<file path="config.mk">
export PLATFORM = sky130hd
export DESIGN_NAME = asw_ctrl
export DESIGN_NICKNAME = d
export VERILOG_FILES = /design/src/verilog/asw_pkg.sv /design/src/verilog/asw_ctrl.sv
export VERILOG_INCLUDE_DIRS = /design/src /design/src/verilog
export SDC_FILE = /design/constraint.sdc
export NUM_CORES = 1
export LEC_CHECK = 0
export ABC_AREA = 1
export BUFFER_PORTS_ARGS = -buffer_cell sky130_fd_sc_hd__buf_2
export CAP_MARGIN = 20
export CORE_MARGIN = 1.5
export CORE_UTILIZATION = 40
export DETAILED_ROUTE_END_ITERATION = 8
export PLACE_DENSITY_LB_ADDON = 0.15
export SLEW_MARGIN = 30
export SYNTH_ARGS = -nofsm -noshare
export SYNTH_HDL_FRONTEND = slang
export SYNTH_SLANG_ARGS = --single-unit
</file>
<file path="constraint.sdc">
create_clock -name core_clk -period 2.88 [get_ports core_clk]
set_clock_uncertainty 0.05 [all_clocks]
set_input_delay 0.144 -clock core_clk [delete_from_list [all_inputs] [get_ports core_clk]]
set_output_delay 0.144 -clock core_clk [all_outputs]
set_load 0.01 [all_outputs]
</file>
<file path="src/verilog/asw_defines.svh">
/*
 Timing constants for the asynchronous static memory write controller.
 Assumes a core clock of 100 MHz; the slow grade is the default.
*/
`ifndef ASW_DEFINES_SVH
`define ASW_DEFINES_SVH

`define ASW_CLK_PERIOD_NS  10
// Slow grade figures in ns (fast grade: 25, 45, 40, 55)
`define ASW_DATA_OVERLAP_NS 30
`define ASW_ADDR_WRITE_NS   60
`define ASW_SEL_WRITE_NS    60
`define ASW_STROBE_LOW_NS   50
`define ASW_CYCLE_NS        70
`define ASW_FLOAT_WAIT_NS   30
`define ASW_ADDR_LEAD_NS    0
`define ASW_DATA_HOLD_NS    0
// Least times round up to whole cycles, never under one
`define ASW_CYC_UP(ns) \
   ((((ns) + `ASW_CLK_PERIOD_NS - 1) / `ASW_CLK_PERIOD_NS) < 1 ? 1 : \
    (((ns) + `ASW_CLK_PERIOD_NS - 1) / `ASW_CLK_PERIOD_NS))

`endif

</file>
<file path="src/verilog/asw_pkg.sv">
/*
 Types for the asynchronous static memory write controller.
 Assumes asw_defines.svh supplies the timing constants.
*/
package asw_pkg;

   typedef enum logic [4:0] {
      ASW_IDLE   = 5'h01,
      ASW_FLOAT  = 5'h02,
      ASW_STROBE = 5'h04,
      ASW_HOLD   = 5'h08,
      ASW_TAIL   = 5'h10
   } asw_state_t;

endpackage : asw_pkg

</file>
<file path="src/verilog/asw_ctrl.sv">
/*
 Host-side write controller for an asynchronous 128K x 8 static memory.
 Assumes the memory pins are driven straight from these flip-flops and
 that the board adds no more delay than one core clock period.
*/
// Notes on behaviour
// (RULE1) Memory writes only while both selects active and strobe low.
// (RULE2) Any of the three signals going inactive ends the write.
// (RULE3) Data setup and hold are timed to the terminating edge.
// (RULE4) Data valid at least 25/30 ns before the write ends.
// (RULE5) Data held at least 0 ns after the write ends.
// (RULE6) Address stable at least 45/60 ns before the write ends.
// (RULE7) Address valid no later than the write starts.
// (RULE8) Address unchanged until the earliest terminating edge.
// (RULE9) Memory floats its outputs within 20 ns of strobe low.
// (RULE10) Memory re-drives no sooner than 5 ns after write end.
// (RULE11) Memory floats within 30 ns of output gate going inactive.
// (RULE12) Selected with or after strobe fall, outputs stay floating.
// (RULE13) Controller never fights memory output; drives after release.
// (RULE14) With gate low, memory shows just-written data after write.
// (RULE15) New address with gate low shows that address's contents.
// (RULE16) Select-to-end time counts from the later select activation.
// (RULE17) Both selects active at least 45/60 ns before write end.
// (RULE18) Either select inactive deselects and floats the memory.
// (RULE19) Selected with strobe low stores data whatever the gate.
// (RULE20) Both selects needed for any access at all.
// (RULE21) Strobe held low at least 40/50 ns.
// (RULE22) Each write cycle lasts at least the minimum cycle time.
`timescale 1ns/100ps
`include "asw_defines.svh"

module asw_ctrl
   import asw_pkg::*;
#(
   parameter int ADDR_W = 17,
   parameter int DATA_W = 8
)(
   input  wire logic              core_clk,
   input  wire logic              rst_n,
   input  wire logic              wr_req,
   input  wire logic [ADDR_W-1:0] wr_addr,
   input  wire logic [DATA_W-1:0] wr_data,
   output logic                   wr_busy,
   output logic                   wr_done,
   output logic [ADDR_W-1:0]      word_select_lines,
   output logic                   select_low_active_n,
   output logic                   select_high_active,
   output logic                   write_strobe_n,
   output logic                   output_gate_n,
   output logic [DATA_W-1:0]      data_lines_out,
   output logic                   data_lines_oe
);

   // Cycle counts derived from the timing figures
   localparam int FLOAT_CYC  = `ASW_CYC_UP(`ASW_FLOAT_WAIT_NS);
   localparam int DATA_CYC   = `ASW_CYC_UP(`ASW_DATA_OVERLAP_NS);
   localparam int ADDR_CYC   = `ASW_CYC_UP(`ASW_ADDR_WRITE_NS);
   localparam int SEL_CYC    = `ASW_CYC_UP(`ASW_SEL_WRITE_NS);
   localparam int STROBE_CYC = `ASW_CYC_UP(`ASW_STROBE_LOW_NS);
   localparam int CYCLE_CYC  = `ASW_CYC_UP(`ASW_CYCLE_NS);
   localparam int LEAD_CYC   = `ASW_CYC_UP(`ASW_ADDR_LEAD_NS);
   localparam int HOLD_CYC   = `ASW_CYC_UP(`ASW_DATA_HOLD_NS);

   // Longest of the four pulse needs decides the strobe low time
   function automatic int max3(input int a, input int b, input int c);
      int m;
      m = (a > b) ? a : b;
      max3 = (m > c) ? m : c;
   endfunction : max3

   localparam int LOW_CYC  = max3(ADDR_CYC, SEL_CYC,
                                  max3(STROBE_CYC, DATA_CYC, 1));
   localparam int PRE_CYC  = LEAD_CYC + FLOAT_CYC;
   localparam int USED_CYC = PRE_CYC + LOW_CYC + HOLD_CYC;
   localparam int TAIL_CYC = (CYCLE_CYC > USED_CYC) ?
                             CYCLE_CYC - USED_CYC : 1;
   // Counters load one less, since the zero cycle also counts
   localparam logic [7:0] PRE_CNT  = 8'(PRE_CYC - 1);
   localparam logic [7:0] LOW_CNT  = 8'(LOW_CYC - 1);
   localparam logic [7:0] HOLD_CNT = 8'(HOLD_CYC - 1);
   localparam logic [7:0] TAIL_CNT = 8'(TAIL_CYC - 1);

   typedef struct packed {
      asw_state_t        st;
      logic [7:0]        cnt;
      logic              busy;
      logic              done;
      logic [ADDR_W-1:0] addr;
      logic              sel_n;
      logic              sel;
      logic              we_n;
      logic              oe_n;
      logic [DATA_W-1:0] dout;
      logic              dq_oe;
   } asw_regs_t;

   asw_regs_t cur_r;
   asw_regs_t cur_nxt;

   // Write sequencer: float, strobe, hold, then pad out the cycle
   always_comb
   begin
      cur_nxt      = cur_r;
      cur_nxt.done = 1'b0;
      case (cur_r.st)
         ASW_IDLE:
         begin
            if (wr_req)
            begin
               // (RULE7) address before start
               cur_nxt.addr  = wr_addr;
               cur_nxt.dout  = wr_data;
               // (RULE16) selects first, strobe later
               cur_nxt.sel_n = 1'b0;
               cur_nxt.sel   = 1'b1;
               // (RULE13) gate off, memory releases
               cur_nxt.oe_n  = 1'b1;
               cur_nxt.busy  = 1'b1;
               cur_nxt.cnt   = PRE_CNT;
               cur_nxt.st    = ASW_FLOAT;
            end
         end
         ASW_FLOAT:
         begin
            // Gate high since accept, so the memory has floated
            if (cur_r.cnt == 8'h00)
            begin
               // (RULE1) strobe opens write window
               cur_nxt.we_n  = 1'b0;
               // (RULE13) drive only after release
               cur_nxt.dq_oe = 1'b1;
               cur_nxt.cnt   = LOW_CNT;
               cur_nxt.st    = ASW_STROBE;
            end
            else
               cur_nxt.cnt = cur_r.cnt - 8'h01;
         end
         ASW_STROBE:
         begin
            // (RULE4) data, address, select, pulse width
            // (RULE6) address stable all pulse long
            // (RULE17) selects held through pulse
            // (RULE21) strobe low long enough
            if (cur_r.cnt == 8'h00)
            begin
               // (RULE2) strobe rise terminates write
               // (RULE3) strobe is the terminating edge
               cur_nxt.we_n = 1'b1;
               cur_nxt.cnt  = HOLD_CNT;
               cur_nxt.st   = ASW_HOLD;
            end
            else
               cur_nxt.cnt = cur_r.cnt - 8'h01;
         end
         ASW_HOLD:
         begin
            if (cur_r.cnt == 8'h00)
            begin
               // (RULE5) data released after end
               cur_nxt.dq_oe = 1'b0;
               // (RULE8) selects drop after strobe
               cur_nxt.sel_n = 1'b1;
               cur_nxt.sel   = 1'b0;
               cur_nxt.cnt   = TAIL_CNT;
               cur_nxt.st    = ASW_TAIL;
            end
            else
               cur_nxt.cnt = cur_r.cnt - 8'h01;
         end
         ASW_TAIL:
         begin
            // (RULE22) pad to minimum cycle time
            // Done cycle is idle already; a held request goes next edge
            if (cur_r.cnt == 8'h00)
            begin
               cur_nxt.busy = 1'b0;
               cur_nxt.done = 1'b1;
               cur_nxt.st   = ASW_IDLE;
            end
            else
               cur_nxt.cnt = cur_r.cnt - 8'h01;
         end
         default:
            cur_nxt.st = ASW_IDLE;
      endcase
   end

   // State register; memory idle and deselected after reset
   // Async clear lifts strobe and selects at once, cutting any write
   always_ff @(posedge core_clk or negedge rst_n)
   begin
      if (!rst_n)
      begin
         cur_r.st    <= ASW_IDLE;
         cur_r.cnt   <= 8'h00;
         cur_r.busy  <= 1'b0;
         cur_r.done  <= 1'b0;
         cur_r.addr  <= '0;
         cur_r.sel_n <= 1'b1;
         cur_r.sel   <= 1'b0;
         cur_r.we_n  <= 1'b1;
         cur_r.oe_n  <= 1'b1;
         cur_r.dout  <= '0;
         cur_r.dq_oe <= 1'b0;
      end
      else
         cur_r <= cur_nxt;
   end

   // Pins come straight from the state flip-flops
   // No gating after the flops, so the memory never sees glitches
   assign wr_busy             = cur_r.busy;
   assign wr_done             = cur_r.done;
   assign word_select_lines   = cur_r.addr;
   assign select_low_active_n = cur_r.sel_n;
   assign select_high_active  = cur_r.sel;
   assign write_strobe_n      = cur_r.we_n;
   assign output_gate_n       = cur_r.oe_n;
   assign data_lines_out      = cur_r.dout;
   assign data_lines_oe       = cur_r.dq_oe;

endmodule : asw_ctrl

</file>
-- Yosys cells after proc, flatten, opt, wreduce, memory -nomap -nowiden
Index checks and enable logic that the tools add are counted.
- bits in registers: 44
- input port bits: 28
- output and inout bits: 32
- word-level logic and storage cells: 56
- add/sub/neg operators: 1
- equal/unequal tests: 11
- muxes and demuxes: 20
- reduce and logical (&&, ||, !) cells: 14
- operator list (cell ; count):
    8-bit one-hot mux with 4 select lines ; 1
    5-bit one-hot mux with 5 select lines ; 1
    8-bit 2-to-1 mux ; 3
    5-bit 2-to-1 mux ; 4
    3-bit AND reduction ; 5
    14-bit 2-to-1 mux ; 1
    2-bit inequality test, second input constant ; 6
    8-bit logical NOT ; 1
    2-bit nonzero test ; 4
    8-bit by 1-bit subtractor with 8-bit output, second input constant ; 1
    2-bit 2-to-1 mux ; 3
    1-bit one-hot mux with 2 select lines ; 3
    5-bit by 1-bit == test with 1-bit output, second input constant ; 1
    5-bit by 2-bit == test with 1-bit output, second input constant ; 1
    5-bit by 3-bit == test with 1-bit output, second input constant ; 1
    5-bit by 4-bit == test with 1-bit output, second input constant ; 1
    5-bit == test, second input constant ; 1
    5-bit AND reduction ; 1
    2-bit one-hot mux with 2 select lines ; 1
    4-bit nonzero test ; 1
    1-bit 2-to-1 mux ; 3
    2-bit AND reduction ; 1
    2-bit OR reduction ; 1

-- Longest topological paths before layout
- word-level depth: 4
- gate-level depth with buffers: 11
- gate-level depth less buffers: 11

-- Worst setup path after synthesis
OpenSTA, ideal clock, no wires.
- path kind: flip-flop to flip-flop
- start: register cur_r[32] (netlist bit)
- end: register cur_r[32] (netlist bit)
- setup time: 0.118 ns
- arrival: 1.460 ns
- data required time: 2.712 ns
- path slack: 1.253 ns
- stages on the path, launching flop included: 11
- buffers on the path: 1
- clock period less this slack: 1.627 ns
- cells stage by stage: dfrtp_1 > inv_1 > ha_1 > nand3_2 > nor2_8 > nand2_4 > nand2_4 > nor2_4 > buf_6 > nor2_2 > nor2_2
- cells in the longest elaborated chain, start to end: 3
- elaborated cells between the ends (all ways): 8
- those cells by class: 1 x add/sub; 1 x eq/ne; 4 x mux; 2 x reduce/logical
- ends and longest elaborated chain (item ; line ; RTL):
    start, declared ; asw_ctrl.sv:97 ; asw_regs_t cur_r;
    start signal, assigned ; asw_ctrl.sv:207 ; cur_r <= cur_nxt;
    8-bit by 1-bit subtractor with 8-bit output / 8-bit logical NOT (equally long branches) ; n/a ;
    8-bit 2-to-1 mux, or another cell as far along ; asw_ctrl.sv:174 ; if (cur_r.cnt == 8'h00)
    8-bit one-hot mux with 4 select lines / 3-bit AND reduction (equally long branches) ; n/a ;
Parallel ways exist; a longest one is shown, timed or not. The select of a mux whose other input is x is not followed.
A chain may end at the register's enable or synchronous reset.

-- Worst setup path in the final report
- start: register cur_r[32] (netlist bit)
- end: register cur_r[37] (netlist bit)
The elaborated chain is that of the path after synthesis.

==> run summary <==
* maximum root-to-sink buffer count: 2
* CTS tree: yes
* residual DRC count: 0
* post-synth cell types: 26
* synthesized flop and latch total: 44
* actual slew at the worst max-slew pin: 0.565 ns
* 1st-pass router iterations: 4
* wire length per cell after detailed routing: 11.8 um
* number of sinks on the clock net: 44
* final instance count without filler cells: 430
* antenna violations before repair: 0
* total of warnings raised by yosys: 0
* arrival time reported for the critical path endpoint: 2.02 ns
* critical path depth: 10
* Total Neg Setup Slack: 0 ns
* kind of cell with the highest combined delay on the critical path: simple AND/OR/NAND/NOR gates
* global-route usage over all layers: 0.176
* Period Utilization, post-route: 0.649
* proportion of layout cells with a drive suffix above 1: 0.282
* fill cell total of the finished layout: 558
* vias after detailed routing: 1911
* via count of the first global-routing pass: 1845
* Max FO, Critical Path: 11
* CTS H-tree lvls: 2
* clock edge transition at the registers on the reported setup and hold paths: 0.09 ns
* number of buffers and inverters on the critical path: 2
* number of flops mapped to enable cells by yosys: 0
* starting utilization of the core area: 0.420
* share of synthesized area occupied by flip-flops and latches: 0.469
* CP max stage cell: sky130_fd_sc_hd__dfrtp_1
* number of max-cap violations: 0
* number of setup buffers added after CTS: 0
* achievable clock frequency: 0.535 GHz
* worst-case setup margin in the final layout: 1.01 ns
* number of setup violations in the final report: 0
* number of cells traversed by the worst register-to-register path: 10
* die width: 79.7 um
* die area: 6360 um2
* detailed router's first-iteration violation count: 126
* power density of the placed cells: 878 nW/um2
* final critical-path required period: 1.87 ns
* syn nets: 326
* CORE AREA: 5610 um2
* final wirelength: 5080 um
* vertical die dimension: 79.7 um
* final max-slew violation count: 0
* classification of the worst setup path: reg -> reg
* Final #Nets: 386
* final count of hold timing violations: 0
* row cnt: 27
* placed cells: 397
* clock buffers created by TritonCTS: 5
* Worst IR Drop VDD: 0.418 mV
* Pleak: 1.60 nW
* top cells by area, synth: sky130_fd_sc_hd__dfrtp_1 44%, sky130_fd_sc_hd__nand2_1 19%, sky130_fd_sc_hd__buf_4 8.3%
* number of top-level design ports: 60
* most used standard cell by instance count after synthesis: sky130_fd_sc_hd__nand2_1
* post-placement worst setup slack: 0.990 ns
* Post-synth ARST share: 1.00
* cell depth of the worst min-delay path: 3
* Hold Path Class: in -> reg
* GRT Residual Overflow: 0
* insertion delay to the later sink of the worst-skew pair: 0.30 ns
* result of the run: finished, final reports clean
* post-synthesis average cell area: 7.93 um2
* CTS root buf: sky130_fd_sc_hd__clkbuf_8
* half-perimeter wire length of the detailed placement result: 3420 um
* number of buffers added on ports: 58
* largest stage delay on the critical path: 0.37 ns
* fraction of post-synthesis cell area in the top cell type by area: 0.436
* critical path launch point type: flip-flop
* area added between synthesis and finish: 22.7%
* placer's final routability congestion estimate: 0.901
* largest net degree at the start of global routing: 45
* required time reported for the critical path endpoint: 3.03 ns
* tightest hold margin: 0.0120 ns
* number of antenna cells inserted: 0
* hold bufs inserted after CTS: 24
* number of instances resized during post-cts repair: 0
* global-route wire length before repair: 8550 um
* CP cell instances: inv_1 > ha_1 > nand3_2 > nor2_8 > nand2_4 > nand2_4 > nor2_4 > inv_2 > nand2_1 > nand2_1
* drt via density: 4.44
* Synth Flop Type: sky130_fd_sc_hd__dfrtp_1
* Yosys top cell by area: sky130_fd_sc_hd__dfrtp_1
* headroom to the max-slew limit: 0.623
* leading post-synthesis cells by instance count: 122 x sky130_fd_sc_hd__nand2_1, 41 x sky130_fd_sc_hd__dfrtp_1, 26 x sky130_fd_sc_hd__buf_4
* synthesized instance count: 297
* setup repair after global routing missed its margin: false
* Post-Synthesis Cell Area: 2350 um2
* endpoint type of the worst setup path: flip-flop
* residual antenna-violating net count after detailed routing: 0
## worst min-delay path, delay by kind of cell
kind | cells | cell delay (ns)
and+or+nand+nor | 2 | 0.11
buffers and inverters | 1 | 0.07
## power by group
group	total, W	switching [W]	internal [W]
clock	0.000496	0.000212	0.000284
combinational	0.00105	0.000666	0.000388
sequential	0.000988	0.000134	0.000854
total	0.00254	0.00101	0.00153
## through the flow
stage          power, W   util  area [um2]
3_5_place_dp    0.00204  0.449        2520
4_1_cts         0.00257  0.514        2880
6_report        0.00254  0.515        2890
3_3_place_gp    0.00202  0.449        2520
5_1_grt         0.00275  0.515        2890
2_1_floorplan   0.00192      -        2350
## state kept, by name, summed over array words and instances (netlist names)
name,flops
word_select_lines,17
cur_r,13
data_lines_out,8
data_lines_oe,1
select_high_active,1
select_low_active_n,1
wr_busy,1
wr_done,1
write_strobe_n,1
## cells in the final DEF (no fill, tap or decap)
cell and instances:
sky130_fd_sc_hd__nand2_1 122, sky130_fd_sc_hd__buf_2 57, sky130_fd_sc_hd__dfrtp_1 41, sky130_fd_sc_hd__dlygate4sd3_1 25, sky130_fd_sc_hd__nand3_1 18, sky130_fd_sc_hd__inv_1 16, sky130_fd_sc_hd__nor2_1 16, sky130_fd_sc_hd__nand2_2 7
sky130_fd_sc_hd__nor2_2 6, sky130_fd_sc_hd__inv_2 6, sky130_fd_sc_hd__o21ai_0 6, sky130_fd_sc_hd__clkbuf_8 6, sky130_fd_sc_hd__nor2_4 4, sky130_fd_sc_hd__nand4_1 4, sky130_fd_sc_hd__nand3_2 3, sky130_fd_sc_hd__dfstp_2 3
sky130_fd_sc_hd__nand2_4 2, sky130_fd_sc_hd__o21ai_1 2, sky130_fd_sc_hd__xor2_1 2, sky130_fd_sc_hd__o21ai_2 2, sky130_fd_sc_hd__buf_4 2, sky130_fd_sc_hd__nor2_8 1, sky130_fd_sc_hd__nor3_1 1, sky130_fd_sc_hd__o21a_1 1
sky130_fd_sc_hd__a21oi_1 1, sky130_fd_sc_hd__ha_1 1, sky130_fd_sc_hd__conb_1 1, sky130_fd_sc_hd__bufinv_16 1, sky130_fd_sc_hd__clkinv_4 1
## cell type report
class / count / area, um2 / share of cell area
repair buffers: 84 / 551 / 0.190
inverters: 22 / 82.6 / 0.0286
flip-flops and latches: 44 / 1100 / 0.382
clock inverters: 2 / 38.8 / 0.0134
clock buffers: 6 / 82.6 / 0.0286
multi-input cells: 200 / 941 / 0.326
well taps: 72 / 90.1 / 0.0312
## final timing paths
kind | from | end | slack (ns)
worst min-delay path | wr_addr[5] | word_select_lines[5] | 0.01
worst max-delay path | cur_r[32] | cur_r[37] | 1.01
worst min register to register | data_lines_out[5] | data_lines_out[5] | 0.42
max in group asynchronous | rst_n | cur_r[34] | 2.06
min in group asynchronous | rst_n | word_select_lines[14] | 0.33
worst max register to register | cur_r[32] | cur_r[37] | 1.01
## metal layers
layer | global-route usage | wire, um | part of all wire | vias up
met2 | 0.286 | 2480 | 0.49 | 47
li1 | - | - | - | 1005
met3 | 0.0446 | 220 | 0.043 | 7
met1 | 0.223 | 2310 | 0.45 | 852
met5 | 0 | 0 | 0 | -
met4 | 0.0684 | 73 | 0.014 | 0
## cells by family after synthesis
group,Yosys count,share of synthesized area
buf+inv,53,0.131
compound gates,12,0.0298
xor+xnor,2,0.00744
simple gates,184,0.355
other cells,1,0.00159
flops,44,0.469
fa+ha+maj,1,0.00531
No activity file was read; power rests on OpenSTA's default activity.
